## config.mk

```make
export PLATFORM = sky130hd
export DESIGN_NAME = flash_code_control
export DESIGN_NICKNAME = d
export VERILOG_FILES = /design/src/flash_ctl_pkg.sv /design/src/copy_engine.sv /design/src/flash_code_control.sv
export SDC_FILE = /design/constraint.sdc
export NUM_CORES = 1
export LEC_CHECK = 0
export BUFFER_PORTS_ARGS = -buffer_cell sky130_fd_sc_hd__buf_2
export CAP_MARGIN = 30
export CORE_MARGIN = 2
export CORE_UTILIZATION = 40
export DETAILED_ROUTE_END_ITERATION = 8
export PLACE_DENSITY_LB_ADDON = 0.3
export SLEW_MARGIN = 20
export SYNTH_ARGS = -nofsm -noshare
export SYNTH_HDL_FRONTEND = slang
export SYNTH_HIERARCHICAL = 1
export SYNTH_SLANG_ARGS = --single-unit
```

## constraint.sdc

```tcl
create_clock -name core_clk_i -period 2.3 [get_ports core_clk_i]
set_input_delay 0.345 -clock core_clk_i [delete_from_list [all_inputs] [get_ports core_clk_i]]
set_output_delay 0.345 -clock core_clk_i [all_outputs]
set_load 0.005 [all_outputs]
```

## src/flash_ctl_pkg.sv

```systemverilog
// Package with register map, field positions and constants of the flash code control block
package flash_ctl_pkg;
   // Register word byte addresses on the Avalon bus
   localparam logic [3:0] ADDR_CCS      = 4'h0;
   localparam logic [3:0] ADDR_KEY      = 4'h4;
   localparam logic [3:0] ADDR_SEL      = 4'h8;
   localparam logic [3:0] ADDR_DEST     = 4'hC;
   localparam logic [3:0] ADDR_IRQ_STAT = 4'h1;
   localparam int         ADDR_W        = 4;
   // Control status register field positions
   localparam int BIT_COPY  = 0;
   localparam int BIT_ERR   = 4;
   localparam int BIT_ONE7  = 7;
   // Reset value: bit 7 reads one, rest zero
   localparam logic [7:0] CCS_RESET     = 8'h80;
   localparam logic [7:0] KEY_DOWNLOAD  = 8'hA5;
   localparam logic [7:0] KEY_RESET     = 8'h00;
   // Select register field positions
   localparam int BIT_SEL_PROG  = 0;
   localparam int BIT_SEL_ERASE = 1;
   // Interrupt status/mask fields
   localparam int IRQ_DONE = 0;
   localparam int IRQ_ERR  = 1;
   localparam int IRQ_W    = 2;
   // Offset of the interrupt mask register
   localparam logic [ADDR_W-1:0] ADDR_IRQ_MASK = 4'h2;
   // Download length in bytes per routine
   localparam int ROUTINE_LEN = 16;
   // Least reset hold after an error, in ms, and the clock
   localparam int ERR_RESET_MS = 100;
   localparam int CLK_MHZ      = 125;
   typedef enum logic [1:0] {ST_IDLE, ST_COPY, ST_DONE} copy_state_t;
endpackage

```

## src/copy_engine.sv

```systemverilog
// Download engine that streams a built-in routine into on-chip RAM
`timescale 1ns/10ps
module copy_engine #(
   parameter int LEN = 16
) (
   input  wire logic        core_clk_i,
   input  wire logic        arst_n_i,
   input  wire logic        start_i,
   input  wire logic        erase_i,
   input  wire logic [7:0]  dest_i,
   output logic             ram_we_o,
   output logic [7:0]       ram_addr_o,
   output logic [7:0]       ram_data_o,
   output logic             done_o
);
   import flash_ctl_pkg::*;

   copy_state_t state_r;
   logic [7:0]  idx_r;
   logic        erase_r;
   logic [7:0]  rom_word;
   wire         last_w = (idx_r == 8'(LEN - 1));

   // Built-in routine image, a simple pattern per routine kind
   assign rom_word = erase_r ? (idx_r ^ 8'h5_5) : (idx_r ^ 8'hA_A);

   // Step one byte per clock until the routine is copied
   always_ff @(posedge core_clk_i or negedge arst_n_i) begin
      if (!arst_n_i) begin
         state_r    <= ST_IDLE;
         idx_r      <= 8'h0_0;
         erase_r    <= 1'b0;
         ram_we_o   <= 1'b0;
         ram_addr_o <= 8'h0_0;
         ram_data_o <= 8'h0_0;
         done_o     <= 1'b0;
      end else begin
         ram_we_o <= 1'b0;
         done_o   <= 1'b0;
         case (state_r)
            ST_IDLE: begin
               if (start_i) begin
                  state_r <= ST_COPY;
                  idx_r   <= 8'h0_0;
                  erase_r <= erase_i;
               end
            end
            ST_COPY: begin
               ram_we_o   <= 1'b1;
               ram_addr_o <= dest_i + idx_r;
               ram_data_o <= rom_word;
               idx_r      <= idx_r + 8'h0_1;
               if (last_w) begin
                  state_r <= ST_DONE;
               end
            end
            ST_DONE: begin
               done_o  <= 1'b1;
               state_r <= ST_IDLE;
            end
            default: state_r <= ST_IDLE;
         endcase
      end
   end
endmodule

```

## src/flash_code_control.sv

```systemverilog
// Flash code control status register block with download request and error protection
//
// What this block does
// - Bits 3 to 1 of the control status register read as zero.
// - Read-only error flag at bit 4 sets on a program or erase fault.
// - While the error flag is one, programming and erasing are blocked.
// - Only power-on reset or hardware standby clears the error flag; writes cannot.
// - Error flag zero means normal operation, protection off.
// - An accepted copy request downloads the selected routine to the destination.
// - Copy request bit clears when download ends; software never reads one.
// - Copy request sets only with key A5, RAM execution, emulation off.
// - Any key other than A5 blocks setting the copy request.
// - Program and erase select bits choose the routine and clear on completion.
// - Error flag survives software standby; request, key, selects and destination reinitialise.
//
// Our own choices: the address map and the Avalon-MM slave port.
`timescale 1ns/10ps
module flash_code_control #(
   parameter int ROUTINE_BYTES = flash_ctl_pkg::ROUTINE_LEN
) (
   input  wire logic        core_clk_i,
   input  wire logic        arst_n_i,
   input  wire logic        hw_standby_i,
   input  wire logic        soft_standby_i,
   input  wire logic        run_from_ram_i,
   input  wire logic        ram_emul_sel_i,
   input  wire logic        op_fault_i,
   input  wire logic [3:0]  avs_address_i,
   input  wire logic        avs_read_i,
   input  wire logic        avs_write_i,
   input  wire logic [31:0] avs_writedata_i,
   input  wire logic [3:0]  avs_byteenable_i,
   output logic [31:0]      avs_readdata_o,
   output logic             avs_waitrequest_o,
   output logic             prog_erase_block_o,
   output logic             ram_we_o,
   output logic [7:0]       ram_addr_o,
   output logic [7:0]       ram_data_o,
   output logic             irq_o
);
   import flash_ctl_pkg::*;

   ////////////////////////////////////////////////////////////////////////
   // Registers
   logic             err_r;
   logic             copy_r;
   logic [7:0]       key_r;
   logic             sel_prog_r;
   logic             sel_erase_r;
   logic [7:0]       dest_r;
   logic [IRQ_W-1:0] irq_stat_r;
   logic [IRQ_W-1:0] irq_mask_r;
   logic             ack_r;
   logic             copy_done;
   logic             eng_we;
   logic [7:0]       eng_addr;
   logic [7:0]       eng_data;

   ////////////////////////////////////////////////////////////////////////
   // Bus decode; one wait cycle gives registered read data
   wire       access   = avs_read_i | avs_write_i;
   // Writes land at the edge that ends the wait, as the master sees it
   wire       wr_ok    = avs_write_i & ack_r & avs_byteenable_i[0];
   wire [7:0] wbyte    = avs_writedata_i[7:0];
   wire       sel_ccs  = (avs_address_i == ADDR_CCS);
   wire       sel_key  = (avs_address_i == ADDR_KEY);
   wire       sel_sel  = (avs_address_i == ADDR_SEL);
   wire       sel_dst  = (avs_address_i == ADDR_DEST) & ~avs_address_i[0];
   wire       sel_ist  = (avs_address_i == ADDR_IRQ_STAT);
   wire       sel_imk  = (avs_address_i == ADDR_IRQ_MASK);
   wire       wr_ccs   = wr_ok & sel_ccs;
   wire       busy     = copy_r;
   // Copy request acceptance gate
   wire       key_ok   = (key_r == KEY_DOWNLOAD);
   wire       copy_go  = wr_ccs & wbyte[BIT_COPY] & key_ok & run_from_ram_i
                         & ~ram_emul_sel_i & ~busy & (sel_prog_r | sel_erase_r);
   // Standby modes reinitialise request, key, selects and destination
   wire       reinit   = hw_standby_i | soft_standby_i;
   wire [7:0] ccs_view;
   wire [IRQ_W-1:0] irq_ev;
   wire [IRQ_W-1:0] irq_clr;
   wire [31:0] rd_mux;

   // Bit 7 reads one, reserved bits 6..5 and 3..1 read zero, copy reads zero
   assign ccs_view = {1'b1, 2'b00, err_r, 3'b000, 1'b0};
   assign irq_ev   = {op_fault_i & ~err_r, copy_done};
   assign irq_clr  = (wr_ok & sel_ist) ? wbyte[IRQ_W-1:0] : '0;
   assign rd_mux   = sel_ccs ? {24'h0000_00, ccs_view} :
                     sel_key ? {24'h0000_00, key_r} :
                     sel_sel ? {30'h0000_0000, sel_erase_r, sel_prog_r} :
                     sel_dst ? {24'h0000_00, dest_r} :
                     sel_ist ? {30'h0000_0000, irq_stat_r} :
                     sel_imk ? {30'h0000_0000, irq_mask_r} : 32'h0000_0000;

   ////////////////////////////////////////////////////////////////////////
   // Bus handshake: waitrequest drops in the cycle after the request
   always_ff @(posedge core_clk_i or negedge arst_n_i) begin
      if (!arst_n_i) begin
         ack_r             <= 1'b0;
         avs_waitrequest_o <= 1'b1;
         avs_readdata_o    <= 32'h0000_0000;
      end else begin
         // Own flop for waitrequest keeps the output free of an inverter
         ack_r             <= access & ~ack_r;
         avs_waitrequest_o <= ~(access & ~ack_r);
         avs_readdata_o    <= rd_mux;
      end
   end

   ////////////////////////////////////////////////////////////////////////
   // Error flag: only reset or hardware standby clears it, writes ignored
   always_ff @(posedge core_clk_i or negedge arst_n_i) begin
      if (!arst_n_i) begin
         err_r <= 1'b0;
      end else if (op_fault_i) begin
         err_r <= 1'b1;
      end else if (hw_standby_i) begin
         err_r <= 1'b0;
      end
   end

   // Protection output follows the flag; clear means normal operation
   always_ff @(posedge core_clk_i or negedge arst_n_i) begin
      if (!arst_n_i) begin
         prog_erase_block_o <= 1'b0;
      end else begin
         prog_erase_block_o <= err_r | op_fault_i;
      end
   end

   ////////////////////////////////////////////////////////////////////////
   // Request, key, selects and destination
   always_ff @(posedge core_clk_i or negedge arst_n_i) begin
      if (!arst_n_i) begin
         copy_r      <= 1'b0;
         key_r       <= KEY_RESET;
         sel_prog_r  <= 1'b0;
         sel_erase_r <= 1'b0;
         dest_r      <= 8'h0_0;
      end else if (reinit) begin
         copy_r      <= 1'b0;
         key_r       <= KEY_RESET;
         sel_prog_r  <= 1'b0;
         sel_erase_r <= 1'b0;
         dest_r      <= 8'h0_0;
      end else begin
         if (copy_go) begin
            copy_r <= 1'b1;
         end else if (copy_done) begin
            copy_r <= 1'b0;
         end
         if (wr_ok & sel_key) begin
            key_r <= wbyte;
         end
         if (copy_done) begin
            sel_prog_r  <= 1'b0;
            sel_erase_r <= 1'b0;
         end else if (wr_ok & sel_sel & ~busy) begin
            sel_prog_r  <= wbyte[BIT_SEL_PROG];
            sel_erase_r <= wbyte[BIT_SEL_ERASE];
         end
         if (wr_ok & sel_dst & ~busy) begin
            dest_r <= wbyte;
         end
      end
   end

   ////////////////////////////////////////////////////////////////////////
   // Interrupt status: set beats the write-one clear
   always_ff @(posedge core_clk_i or negedge arst_n_i) begin
      if (!arst_n_i) begin
         irq_stat_r <= '0;
         irq_mask_r <= '0;
         irq_o      <= 1'b0;
      end else begin
         irq_stat_r <= irq_ev | (irq_stat_r & ~irq_clr);
         if (wr_ok & sel_imk) begin
            irq_mask_r <= wbyte[IRQ_W-1:0];
         end
         irq_o <= |(irq_stat_r & irq_mask_r);
      end
   end

   ////////////////////////////////////////////////////////////////////////
   // Download engine; erase routine chosen when its select is set
   copy_engine #(.LEN(ROUTINE_BYTES)) copy_engine_inst (
      .core_clk_i (core_clk_i),
      .arst_n_i   (arst_n_i),
      .start_i    (copy_go),
      .erase_i    (sel_erase_r),
      .dest_i     (dest_r),
      .ram_we_o   (eng_we),
      .ram_addr_o (eng_addr),
      .ram_data_o (eng_data),
      .done_o     (copy_done)
   );
   assign ram_we_o   = eng_we;
   assign ram_addr_o = eng_addr;
   assign ram_data_o = eng_data;

   ////////////////////////////////////////////////////////////////////////
   // Checks: error flag and protection
   a_err_sticky: assert property (@(posedge core_clk_i) disable iff (!arst_n_i)
      err_r && !hw_standby_i |=> err_r)
      else $error("error flag dropped without standby");

   a_err_sets: assert property (@(posedge core_clk_i) disable iff (!arst_n_i)
      op_fault_i |=> err_r)
      else $error("fault did not set error flag");

   a_err_no_write: assert property (@(posedge core_clk_i) disable iff (!arst_n_i)
      !err_r && !op_fault_i |=> !err_r)
      else $error("error flag set without a fault");

   a_err_hw_clear: assert property (@(posedge core_clk_i) disable iff (!arst_n_i)
      hw_standby_i && !op_fault_i |=> !err_r)
      else $error("hardware standby left error flag set");

   a_err_event: assert property (@(posedge core_clk_i) disable iff (!arst_n_i)
      op_fault_i && !err_r |=> irq_stat_r[IRQ_ERR])
      else $error("first fault raised no error event");

   a_protect_follow: assert property (@(posedge core_clk_i) disable iff (!arst_n_i)
      err_r |=> prog_erase_block_o)
      else $error("protection off while error set");

   a_protect_off: assert property (@(posedge core_clk_i) disable iff (!arst_n_i)
      $past(!err_r && !op_fault_i) |-> !prog_erase_block_o)
      else $error("protection on without error");

   // Checks: download request
   a_key_gate: assert property (@(posedge core_clk_i) disable iff (!arst_n_i)
      copy_go |-> key_r == KEY_DOWNLOAD && run_from_ram_i && !ram_emul_sel_i)
      else $error("copy accepted without conditions");

   a_bad_key: assert property (@(posedge core_clk_i) disable iff (!arst_n_i)
      !copy_r && key_r != KEY_DOWNLOAD && !reinit |=> !copy_r)
      else $error("copy set with wrong key");

   a_copy_clears: assert property (@(posedge core_clk_i) disable iff (!arst_n_i)
      copy_done && !reinit |=> !copy_r && !sel_prog_r && !sel_erase_r)
      else $error("request or select not cleared");

   a_copy_runs: assert property (@(posedge core_clk_i) disable iff (!arst_n_i)
      copy_go |-> ##[1:300] copy_done)
      else $error("download never completed");

   a_ram_dest: assert property (@(posedge core_clk_i) disable iff (!arst_n_i)
      ram_we_o && !$past(ram_we_o) && !$past(reinit) |-> ram_addr_o == dest_r)
      else $error("download did not start at destination");

   a_sel_hold: assert property (@(posedge core_clk_i) disable iff (!arst_n_i)
      copy_r && !copy_done && !reinit |=> $stable(sel_prog_r) && $stable(sel_erase_r))
      else $error("select changed during download");

   a_dest_hold: assert property (@(posedge core_clk_i) disable iff (!arst_n_i)
      copy_r && !reinit |=> $stable(dest_r))
      else $error("destination changed during download");

   a_standby_keeps: assert property (@(posedge core_clk_i) disable iff (!arst_n_i)
      soft_standby_i && !hw_standby_i && err_r |=> err_r && key_r == KEY_RESET)
      else $error("soft standby handling wrong");

   // Checks: bus handshake and interrupt
   a_reserved_zero: assert property (@(posedge core_clk_i) disable iff (!arst_n_i)
      avs_read_i && !avs_waitrequest_o && avs_address_i == ADDR_CCS
      |-> avs_readdata_o[3:1] == 3'b000)
      else $error("reserved bits not zero");

   a_copy_hidden: assert property (@(posedge core_clk_i) disable iff (!arst_n_i)
      avs_read_i && !avs_waitrequest_o && avs_address_i == ADDR_CCS
      |-> !avs_readdata_o[BIT_COPY])
      else $error("copy request bit read as one");

   a_wait_pulse: assert property (@(posedge core_clk_i) disable iff (!arst_n_i)
      !avs_waitrequest_o |=> avs_waitrequest_o)
      else $error("waitrequest low for more than one cycle");

   a_wait_idle: assert property (@(posedge core_clk_i) disable iff (!arst_n_i)
      !avs_read_i && !avs_write_i |=> avs_waitrequest_o)
      else $error("waitrequest low without a request");

   a_wait_answer: assert property (@(posedge core_clk_i) disable iff (!arst_n_i)
      (avs_read_i || avs_write_i) && avs_waitrequest_o |=> !avs_waitrequest_o)
      else $error("request not answered after one wait cycle");

   a_irq_high: assert property (@(posedge core_clk_i) disable iff (!arst_n_i)
      |(irq_stat_r & irq_mask_r) |=> irq_o)
      else $error("interrupt low with unmasked status");

   a_irq_low: assert property (@(posedge core_clk_i) disable iff (!arst_n_i)
      !(|(irq_stat_r & irq_mask_r)) |=> !irq_o)
      else $error("interrupt high without unmasked status");

   a_done_stat: assert property (@(posedge core_clk_i) disable iff (!arst_n_i)
      copy_done |=> irq_stat_r[IRQ_DONE])
      else $error("download end raised no status");

   a_stat_keep: assert property (@(posedge core_clk_i) disable iff (!arst_n_i)
      irq_stat_r[IRQ_DONE] && !irq_clr[IRQ_DONE] |=> irq_stat_r[IRQ_DONE])
      else $error("status bit dropped without clear");
endmodule

```

Word-level counts from Yosys, hierarchy flattened
Cells that the tools add are included.

operators by class
  add/subtract/negate cells = 2
  equality and inequality tests = 11
  muxes and demuxes = 30
  bitwise gates (word level) = 35
  reduce and logical (&&, ||, !) cells = 12

operator list
  cell                                                 number
  2-to-1 mux 8 bit                                     10
  AND 1 bit                                            19
  one-hot mux 8 bit (2 select lines)                   1
  2-to-1 mux 1 bit                                     13
  2-to-1 mux 2 bit                                     5
  adder 8 x 1 -> 8 bit, second input constant          1
  adder 8 bit                                          1
  equality test 4 bit, second input constant           2
  equality test 8 x 4 -> 1 bit, second input constant  1
  equality test 8 bit, second input constant           1
  inverter 4 bit                                       2
  nonzero test 2 bit                                   4
  inverter 1 bit                                       6
  AND reduction 2 bit                                  3
  nonzero test 3 bit                                   2
  AND 2 bit                                            2
  equality test 4 x 1 -> 1 bit, second input constant  1
  equality test 4 x 2 -> 1 bit, second input constant  1
  equality test 4 x 3 -> 1 bit, second input constant  1
  zero test 4 bit                                      1
  != test 2 x 1 -> 1 bit, second input constant        2
  bitwise OR 1 bit                                     4
  one-hot mux 2 bit (2 select lines)                   1
  equality test 2 x 1 -> 1 bit, second input constant  1
  other kinds (5)                                      5

word-level totals
  register bits after elaboration = 65

Longest topological paths before layout
Gate-level depths: netlist of run 1.

  word-level depth = 11
  gate-level depth with buffers = 9
  mapped depth without buffers = 7

By module
The synthesis of run 1 kept the hierarchy.

modules (own cells, without submodules)
  module              instances  cells each  area an instance (µm²)  sequential area each (µm²)
  flash_code_control  1          166         1810.5                  902.1
  copy_engine         1          163         1595.3                  725.7

Worst setup path after synthesis of run 1
Ideal clock, no wire load.

  kind = input-to-reg
  from = in avs_address_i[2]
  to = reg copy_engine_inst.idx_r[2]
  data arrival time = 1.880 ns
  data required time = 2.179 ns
  slack = 0.299 ns
  stages = 9
  buffers on the path = 2
  cells stage by stage = buf_4 > nor2_1 > o211ai_1 > nor3_1 > or3b_1 > buf_2 > nand2_1 > o21ai_1 > a22o_1

on the way
  longest elaborated chain between the ends = 10

RTL lines
  item                                     RTL line                  RTL
  start, declared                          flash_code_control.sv:28  input wire logic [3:0] avs_address_i,
  zero test 4 bit                          flash_code_control.sv:65  wire sel_ccs = (avs_address_i == ADDR_CCS);
  AND 1 bit                                flash_code_control.sv:71  wire wr_ccs = wr_ok & sel_ccs;
  AND 1 bit (3 in a row)                   flash_code_control.sv:75  wire copy_go = wr_ccs & wbyte[BIT_COPY] & key_ok & run_from_ram_i
  AND 1 bit (3 in a row)                   flash_code_control.sv:76  & ~ram_emul_sel_i & ~busy & (sel_prog_r | sel_erase_r);
  named net copy_go                        flash_code_control.sv:75
  != test 2 x 1 -> 1 bit (no source line)  n/a
  AND reduction 2 bit (no source line)     n/a
  end signal, assigned                     copy_engine.sv:52         idx_r <= idx_r + 8'h0_1;
  end, declared                            copy_engine.sv:19         logic [7:0] idx_r;

The timed path passes the listed nets, and every way through them passes these cells.
A chain may end at the register's enable or synchronous reset.

Final worst setup path of run 1
  from = reg key_r[4]
  to = reg copy_engine_inst.idx_r[2]

on the way
  longest elaborated chain between the ends = 8

RTL lines
  item                                     RTL line                   RTL
  start, declared                          flash_code_control.sv:47   logic [7:0] key_r;
  start signal, assigned                   flash_code_control.sv:153  key_r <= wbyte;
  equality test 8 bit                      flash_code_control.sv:74   wire key_ok = (key_r == KEY_DOWNLOAD);
  AND 1 bit (2 in a row)                   flash_code_control.sv:75
  AND 1 bit (3 in a row)                   flash_code_control.sv:76
  named net copy_go                        flash_code_control.sv:75
  != test 2 x 1 -> 1 bit (no source line)  n/a
  AND reduction 2 bit (no source line)     n/a

The timed path passes the listed nets, and every way through them passes these cells.

==> results.ini, run 1 <==
[worst_setup_path]
path_cells = nor4bb_1 > o211ai_1 > nor3_1 > or3b_1 > nand2_1 > o21ai_1 > a22o_1
slowest_stage = or3b_1
cp_max_fo = 3
cpPeakStageDelay_ns = 0.44
startpoint_type = register
cp-end-kind = register
critPathTopFamily = simple AND/OR/NAND/NOR gates
path_buf_inv = 0
criticalPathCategory = register to register
arrival_ns = 2.34
required_ns = 2.54

[floorplanning]
rows = 33
initial_core_util_pct = 41.45
die_x_um = 96.28
core-area_um2 = 8217
fp.dieArea_um2 = 9269
die_h_um = 96.28
io_pins = 101

[clocking]
postCtsHoldBufs = 0
clock_latency_ns = 0.34
cts_tree = yes
clk_pin_slew_worst_paths_ns = 0.08
cts_root_buf = clkbuf_8
post-cts-setup-buffers = 0
h-tree-depth = 3
ctsLongestPathBuffers = 2
cts_resized = 0
cts_buffers = 9
clock-sinks = 65

[synth]
synth_warnings = 6
yosysSeqAreaShare_pct = 47.80
synth_cell_types = 56
synth.avg_cell_area_um2 = 10.35
synth-seq-cells = 65
syn_inst = 329
synth-edff-count = 0
synth_area_um2 = 3406
synth_ff_type = dfrtp_1
async_flop_share_pct = 100.0

[grt]
grt_pass1_wl_um = 11610
grtUsageTotal_pct = 16.72
grt_max_degree = 46
overflow = 0
grt_pass1_vias = 2340
antenna_found_initial = 0

[routing]
drc = 0
wl_met1_um = 3177
routed-wl-met3_um = 356
wl_met2_um = 3311
ant_nets = 0
finalWirelength_um = 6978
wire_per_inst_um = 14.24
drtIter0Drc = 94
top_signal_layer_used = met4
num_vias = 2486
dr.pass1.iters = 4
viasPerCell = 5.073

[pwr]
peakVddDrop_v = 0.0002416
power_per_cell_area_nw_per_um2 = 639.1
total_power_uw = 2509
p_leak_uw = 0.001991

[timing]
slew_headroom_pct = 57.90
hold_violations = 0
finClkSkew_ns = 0.01056
setup_viol = 0
fmax_mhz = 475.9
fin_crit_sh_pct = 91.36
report.final.slew_viol_count = 0
setup_ws_ns = 0.1988
rsz0062_at_grt = no
tns_ns = 0
worst_pin_slew_ns = 0.6315
min_period_ns = 2.101

[placement]
dp_slack_ns = 0.2287
port_buffers = 49
place.gp.congestion = 0.8111
place_hpwl_um = 5105
place_inst = 474

[layout]
num-fill-cells = 785
fin_cells = 490
diodes = 0
syn_to_final_growth_pct = 15.28
layout_commonest_cell = dfrtp_1
fin_util_pct = 47.78
final_cell_mix = dfrtp_1 (64), buf_2 (49), nand2_1 (34)
final_nets = 438
drive_gt1_share_pct = 22.60

[outcome]
outcome = finished clean

[flow_run]
drv_cap = 0

[hold_path]
holdCritPathClass = input port to async pin

[cell type report]
type	count	area, um2	area share, %
clock buffer	10	137.6	3.505
clock inverter	6	113.9	2.900
inverter	9	33.78	0.8604
multi-input combinational	238	1564	39.83
sequential	65	1628	41.46
tap	105	131.4	3.346
timing repair buffer	57	317.8	8.094
[cell families after synthesis]
group	count (synthesis)	synth area share [%]
compound gates	49	9.846
xor+xnor	10	2.572
fa+ha+maj	9	3.527
buf+inv	49	8.817
flops	65	47.80
mux	33	9.882
other cells	1	0.1101
simple gates	113	17.45
[flip-flops by register name (all words and copies together), names as in the netlist, 2 cells and up]
| name | count |
|---|---|
| copy_engine_inst/ram_data_o | 8 |
| copy_engine_inst/ram_addr_o | 8 |
| avs_readdata_o | 8 |
| copy_engine_inst/idx_r | 8 |
| dest_r | 8 |
| irq_mask_r | 2 |
| key_r | 8 |
| copy_engine_inst/state_r | 2 |
| irq_stat_r | 2 |
[layer usage]
| layer | GRT usage [%] | up-vias |
|---|---|---|
| met2 | 26.39 | 72 |
| met5 | 0 | - |
| met3 | 2.819 | 11 |
| met1 | 22.50 | 1199 |
| met4 | 7.500 | 0 |
| li1 | - | 1204 |
[synthesized netlist by cell type, types with 2 or more instances]
library cell	count	area share (%)
a211o_1	2	0.51
a211oi_1	3	0.66
a21o_1	3	0.66
a21oi_1	2	0.29
a221oi_1	3	0.77
a22o_1	3	0.77
a31oi_1	3	0.55
and4b_1	3	0.88
buf_2	6	0.88
buf_4	25	5.5
buf_6	2	0.66
clkbuf_1	6	0.66
dfrtp_1	64	47
ha_1	8	2.9
inv_1	8	0.88
mux2_2	4	1.3
mux2i_1	28	8.2
nand2_1	34	3.7
nand3_1	8	1.2
nand4_1	2	0.37
nand4b_1	4	1.0
nor2_1	28	3.1
nor2b_1	4	0.73
nor3_1	11	1.6
nor3b_1	3	0.66
o211ai_1	2	0.44
o21ai_0	4	0.59
o21ai_1	14	2.1
o21bai_1	2	0.44
o31a_1	2	0.51
or2_2	3	0.55
or3b_1	2	0.51
or4_1	2	0.44
xnor2_1	5	1.3
xor2_1	5	1.3
[path summary, 6_finish.rpt]
| check | depth (start not counted) | slack (ns) | start | end |
|---|---|---|---|---|
| worst max-delay path | 7 | 0.20 | key_r[4]$_DFFE_PN0P_ | copy_engine_inst/idx_r[2]$_DFFE_PN0P_ |
| worst min-delay path | 1 | 0.02 | arst_n_i | avs_readdata_o[5]$_DFF_PN0_ |
| worst max register to register | 7 | 0.20 | key_r[4]$_DFFE_PN0P_ | copy_engine_inst/idx_r[2]$_DFFE_PN0P_ |
| worst min register to register | 2 | 0.47 | copy_engine_inst/ram_addr_o[0]$_DFFE_PN0N_ | copy_engine_inst/ram_addr_o[0]$_DFFE_PN0N_ |
| max in group asynchronous | 2 | 1.66 | arst_n_i | copy_engine_inst/ram_addr_o[6]$_DFFE_PN0N_ |
| min in group core_clk_i | 2 | 0.20 | hw_standby_i | err_r$_DFFE_PN0P_ |
[where the power goes]
group	internal (uW)	total, uW	switching, uW
clock	753	1200	447
sequential	1160	1170	10.5
combinational	51.7	134	82.7
[through the flow]
step                hold WS [ns]  instance area, um2
finish                   0.02192                3926
detailed placement        0.4030                3675
floorplan                0.04941                3492
global placement          0.3964                3675
CTS                      0.03377                3926
global route             0.06195                3926
Note: power is estimated with default switching activity, not from simulation.
==> run 2, diff against run 1 <==
Settings changed: RECOVER_POWER from default to 100.
==> results.ini, run 2 (synthesis results as in run 1) <==
[layout]
final_cell_mix = dfrtp_1 (64), nand2_1 (34), buf_2 (29)
drive_gt1_share_pct = 16.36  ; -6.2 points
seq_area_um2 = 1628  ; unchanged
num-fill-cells = 800  ; +1.9%
final_nets = 438  ; unchanged
multi_input_comb_area_um2 = 1559  ; -0.32%
diodes = 0  ; unchanged
fin_util_pct = 47.24  ; -0.55 points
syn_to_final_growth_pct = 13.96
layout_commonest_cell = dfrtp_1

[routing]
finalWirelength_um = 6997  ; +0.27%
num_vias = 2465  ; -0.84%
drc = 0  ; unchanged
drtIter0Drc = 67  ; -29%
dr.pass1.iters = 4  ; unchanged
viasPerCell = 5.031  ; -0.84%
wire_per_inst_um = 14.28  ; +0.27%
ant_nets = 0  ; unchanged

[floorplanning]
fp.dieArea_um2 = 9269  ; unchanged
rows = 33  ; unchanged
die_x_um = 96.28  ; unchanged
initial_core_util_pct = 41.45  ; unchanged
die_h_um = 96.28  ; unchanged
core-area_um2 = 8217  ; unchanged
io_pins = 101  ; unchanged

[clocking]
cts_resized = 0  ; unchanged
clock-sinks = 65  ; unchanged
cts_buffers = 9  ; unchanged
cts_root_buf = clkbuf_8
ctsLongestPathBuffers = 2  ; unchanged
cts_tree = yes
postCtsHoldBufs = 0  ; unchanged
h-tree-depth = 3  ; unchanged
post-cts-setup-buffers = 0  ; unchanged
clock_latency_ns = 0.34  ; about the same
clk_pin_slew_worst_paths_ns = 0.08  ; about the same

[timing]
report.final.slew_viol_count = 28  ; +28
fmax_mhz = 474.9  ; -0.22%
setup_ws_ns = 0.1941  ; -0.004738 ns
setup_viol = 0  ; unchanged
hold_violations = 0  ; unchanged
fin_crit_sh_pct = 91.56  ; +0.21 points
worst_pin_slew_ns = 1.513  ; +0.8811 ns
slew_headroom_pct = -0.8412  ; -59 points
finClkSkew_ns = 0.01071  ; +0.0001528 ns
tns_ns = 0  ; unchanged
min_period_ns = 2.106  ; +0.004738 ns
rsz0062_at_grt = no

[pwr]
power_per_cell_area_nw_per_um2 = 645.1  ; +0.94%
intPower_uw = 1966  ; -0.14%
seqPwrFrac_pct = 46.9  ; about the same
clockPowerShare_pct = 47.8  ; about the same
p_leak_uw = 0.001912  ; -4.0%
pwr-share-comb_pct = 5.3  ; about the same
swShare_pct = 21.47  ; -0.058 points
peakVddDrop_v = 0.0002407  ; -0.35%
total_power_uw = 2504  ; -0.22%
switchingPower_uw = 537.5  ; -0.49%

[worst_setup_path]
cp-end-kind = register
required_ns = 2.54  ; about the same
critPathTopFamily = simple AND/OR/NAND/NOR gates
cpPeakStageDelay_ns = 0.44  ; about the same
path_cells = nor4bb_1 > o211ai_1 > nor3_1 > or3b_1 > nand2_1 > o21ai_1 > a22o_1
path_buf_inv = 0  ; unchanged
arrival_ns = 2.34  ; about the same
startpoint_type = register
slowest_stage = or3b_1
criticalPathCategory = register to register
cp_max_fo = 3  ; unchanged

[grt]
grtUsageTotal_pct = 16.72  ; unchanged
grt_max_degree = 46  ; unchanged
grt_pass1_wl_um = 11610  ; unchanged
antenna_found_initial = 0  ; unchanged
overflow = 0  ; unchanged
grt_pass1_vias = 2340  ; unchanged

[outcome]
violations = max-capacitance violations, max-slew violations
outcome = complete, but fails checks

[placement]
dp_slack_ns = 0.2287  ; unchanged
place_hpwl_um = 5105  ; unchanged
port_buffers = 49  ; unchanged
place.gp.congestion = 0.8111  ; unchanged

[flow_run]
drv_cap = 1  ; +1

[hold_path]
holdCritPathClass = input port to register

## run 2: worst paths after layout
check                                                            from                                    endpoint  slack, ns  depth (start not counted)
max in group asynchronous                                    arst_n_i                             ack_r$_DFF_PN0_       1.05                          1
setup reg to reg                                 key_r[4]$_DFFE_PN0P_       copy_engine_inst/idx_r[2]$_DFFE_PN0P_       0.19                          7
hold / removal                                           hw_standby_i                           err_r$_DFFE_PN0P_       0.21                          2
hold reg to reg            copy_engine_inst/ram_addr_o[0]$_DFFE_PN0N_  copy_engine_inst/ram_addr_o[0]$_DFFE_PN0N_       0.47                          2
setup / recovery                                 key_r[4]$_DFFE_PN0P_       copy_engine_inst/idx_r[2]$_DFFE_PN0P_       0.19                          7
min in group asynchronous                                    arst_n_i                 avs_readdata_o[4]$_DFF_PN0_       0.36                          1
## run 2: stage by stage
stage | hold slack (ns) | cell area [um2] | std cells
floorplan | 0.04941 | 3492 | 352
global placement | 0.3964 | 3675 | 474
detailed placement | 0.4030 | 3675 | 474
CTS | 0.03377 | 3926 | 490
global route | 0.1961 | 3881 | 490
finish | 0.2062 | 3881 | 490
## run 2: power by group through the flow
stage / Clock [uW] / Combinational (uW) / Sequential, uW
2_1_floorplan: 0 / 90.6 / 1200
3_3_place_gp: 0 / 135 / 1200
3_5_place_dp: 0 / 137 / 1200
4_1_cts: 1230 / 137 / 1180
5_1_grt: 1300 / 153 / 1180
6_report: 1200 / 132 / 1180
## run 2: layout make-up
type,count,area share (%)
timing repair buffer,57,7.157
inverter,9,0.8704
clock inverter,6,2.934
clock buffer,10,3.546
tap,105,3.385
sequential,65,41.94
multi-input combinational,238,40.17
## run 2: layer usage
metal / part of all wire, % / global-route usage (%) / wire length [um]
met1: 46 / 22.50 / 3190
met2: 48 / 26.39 / 3351
met3: 4.6 / 2.819 / 321
met4: 1.9 / 7.500 / 133
met5: 0 / 0 / 0
==> run 3, diff against run 2 <==
Clock period 2.3 ns to 2.58 ns, I/O delays scaled along.
==> results.ini, run 3 (synthesis results as in run 1) <==
[floorplanning]
initial_core_util_pct = 41.45  ; unchanged
rows = 33  ; unchanged
io_pins = 101  ; unchanged
die_x_um = 96.28  ; unchanged
die_h_um = 96.28  ; unchanged
core-area_um2 = 8217  ; unchanged
fp.dieArea_um2 = 9269  ; unchanged

[routing]
drc = 0  ; unchanged
drtIter0Drc = 89  ; +33%
wl_met1_um = 3277  ; +2.7%
routed-wl-met3_um = 279  ; -13%
wl_met2_um = 3133  ; -6.5%
finalWirelength_um = 6799  ; -2.8%
ant_nets = 0  ; unchanged
top_signal_layer_used = met4
num_vias = 2442  ; -0.93%
dr.pass1.iters = 6  ; +2
viasPerCell = 5.035  ; about the same
wire_per_inst_um = 14.02  ; -1.8%

[clocking]
cts_resized = 0  ; unchanged
ctsLongestPathBuffers = 2  ; unchanged
clock-sinks = 65  ; unchanged
postCtsHoldBufs = 0  ; unchanged
cts_tree = yes
clock_latency_ns = 0.34  ; about the same
h-tree-depth = 3  ; unchanged
clk_pin_slew_worst_paths_ns = 0.07  ; about the same
cts_root_buf = clkbuf_8
post-cts-setup-buffers = 0  ; unchanged
cts_buffers = 9  ; unchanged

[hold_path]
hold_start = hw_standby_i
min_delay_path_depth = 2  ; unchanged
hold_end = err_r$_DFFE_PN0P_
holdCritPathClass = input port to register

[layout]
drive_gt1_share_pct = 15.53  ; -0.84 points
fin_util_pct = 46.29  ; -0.94 points
final_cell_mix = dfrtp_1 (64), nand2_1 (34), buf_2 (31)
seq_area_um2 = 1628  ; unchanged
num-fill-cells = 799  ; -0.13%
final_nets = 434  ; -0.91%
multi_input_comb_area_um2 = 1558  ; about the same
layout_commonest_cell = dfrtp_1
diodes = 0  ; unchanged
syn_to_final_growth_pct = 11.68

[timing]
hold_violations = 0  ; unchanged
setup_viol = 0  ; unchanged
finClkSkew_ns = 0.007938  ; -0.002772 ns
report.final.slew_viol_count = 66  ; +140%
slew_headroom_pct = -3.902  ; -3.1 points
min_period_ns = 2.253  ; +0.1474 ns
rsz0062_at_grt = no
worst_pin_slew_ns = 1.559  ; +0.04592 ns
tns_ns = 0  ; unchanged
fin_crit_sh_pct = 87.34  ; -4.2 points
fmax_mhz = 443.8  ; -6.5%

[worst_setup_path]
arrival_ns = 2.48  ; +0.14 ns
criticalPathCategory = register to register
r2r_end = copy_engine_inst/idx_r[2]$_DFFE_PN0P_
cp-end-kind = register
r2r_start = key_r[4]$_DFFE_PN0P_
slowest_stage = or3b_1
cpPeakStageDelay_ns = 0.54  ; +0.10 ns
r2r_slack_ns = 0.33  ; +0.13 ns
required_ns = 2.81  ; +0.27 ns
startpoint_type = register
r2r_cells = 7  ; unchanged
cp_max_fo = 9  ; +6
path_cells = nor4bb_1 > o211ai_1 > nor3_1 > or3b_1 > nand2_1 > o21ai_0 > a22o_1

[placement]
place.gp.congestion = 0.8053  ; -0.72%
port_buffers = 49  ; unchanged
place_hpwl_um = 4911  ; -3.8%

[pwr]
switchingPower_uw = 442.7  ; -18%
seqPwrFrac_pct = 50.2  ; +3.3 points
peakVddDrop_v = 0.0002938  ; +22%
power_per_cell_area_nw_per_um2 = 548.8  ; -15%
intPower_uw = 1645  ; -16%
pwr-share-comb_pct = 5.4  ; about the same
swShare_pct = 21.20  ; -0.27 points
p_leak_uw = 0.001888  ; -1.3%
clockPowerShare_pct = 44.4  ; -3.4 points

[grt]
grt_pass1_vias = 2334  ; -0.26%
overflow = 0  ; unchanged
grtUsageTotal_pct = 16.49  ; -0.23 points
grt_pass1_wl_um = 11490  ; -1.1%
grt_max_degree = 66  ; +43%
antenna_found_initial = 0  ; unchanged

[flow_run]
drv_cap = 1  ; unchanged

[outcome]
violations = max-capacitance violations, max-slew violations
outcome = complete, but fails checks

[run 3: cell types whose count changed in the layout (fill, tap and decap cells not counted), moves of 2 or more]
cell        previous run  this run
buf_2                 29        31
clkbuf_1              24        22
clkinvlp_4             2         0
buf_4                  3         1
[run 3: layout make-up]
type                            count  area share (%)
Tap cell                          105           3.454
Clock inverter                      3           1.711
Clock buffer                       12           3.816
Multi-Input combinational cell    238           40.95
Sequential cell                    65           42.80
Timing Repair Buffer               53           6.382
Inverter                            9          0.8882
[run 3: worst max path at each step]
stage	from	end	depth (start not counted)
floorplan	avs_address_i[2]	copy_engine_inst/idx_r[2]$_DFFE_PN0P_	9
global placement	avs_address_i[0]	copy_engine_inst/idx_r[2]$_DFFE_PN0P_	8
detailed placement	avs_address_i[0]	copy_engine_inst/idx_r[2]$_DFFE_PN0P_	8
CTS	key_r[4]$_DFFE_PN0P_	copy_engine_inst/idx_r[2]$_DFFE_PN0P_	7
global route	key_r[4]$_DFFE_PN0P_	copy_engine_inst/idx_r[2]$_DFFE_PN0P_	7
finish	key_r[4]$_DFFE_PN0P_	copy_engine_inst/idx_r[2]$_DFFE_PN0P_	7
[run 3: routing by layer]
metal,vias up,track usage (%)
met2,62,25.00
met1,1171,23.32
met5,-,0
met3,10,2.584
li1,1199,-
met4,0,7.143
[run 3: per-stage QoR]
| step | power, uW | hold slack [ns] | std cells | area, um2 | setup slack [ns] |
|---|---|---|---|---|---|
| floorplan | 1147 | 0.09141 | 352 | 3492 | 0.5373 |
| global placement | 1183 | 0.4570 | 470 | 3632 | 0.3439 |
| detailed placement | 1186 | 0.4705 | 470 | 3632 | 0.3252 |
| CTS | 2120 | 0.2285 | 485 | 3842 | 0.3611 |
| global route | 2182 | 0.2473 | 485 | 3804 | 0.1390 |
| finish | 2088 | 0.2496 | 485 | 3804 | 0.3266 |
[run 3: critical path, delay by kind of cell (launching register included)]
family,cells,cell delay (ns)
flip-flops,1,0.40
AO/OA/AOI/OAI,3,0.47
AND/OR/NAND/NOR,4,1.27
[run 3: power groups by stage]
stage | sequential [uW] | clock, uW | combinational, uW
after floorplan | 1070 | 0 | 80.7
after global placement | 1070 | 0 | 118
after detailed placement | 1070 | 0 | 119
after CTS | 1050 | 953 | 119
after global routing | 1050 | 1000 | 132
final | 1050 | 926 | 113
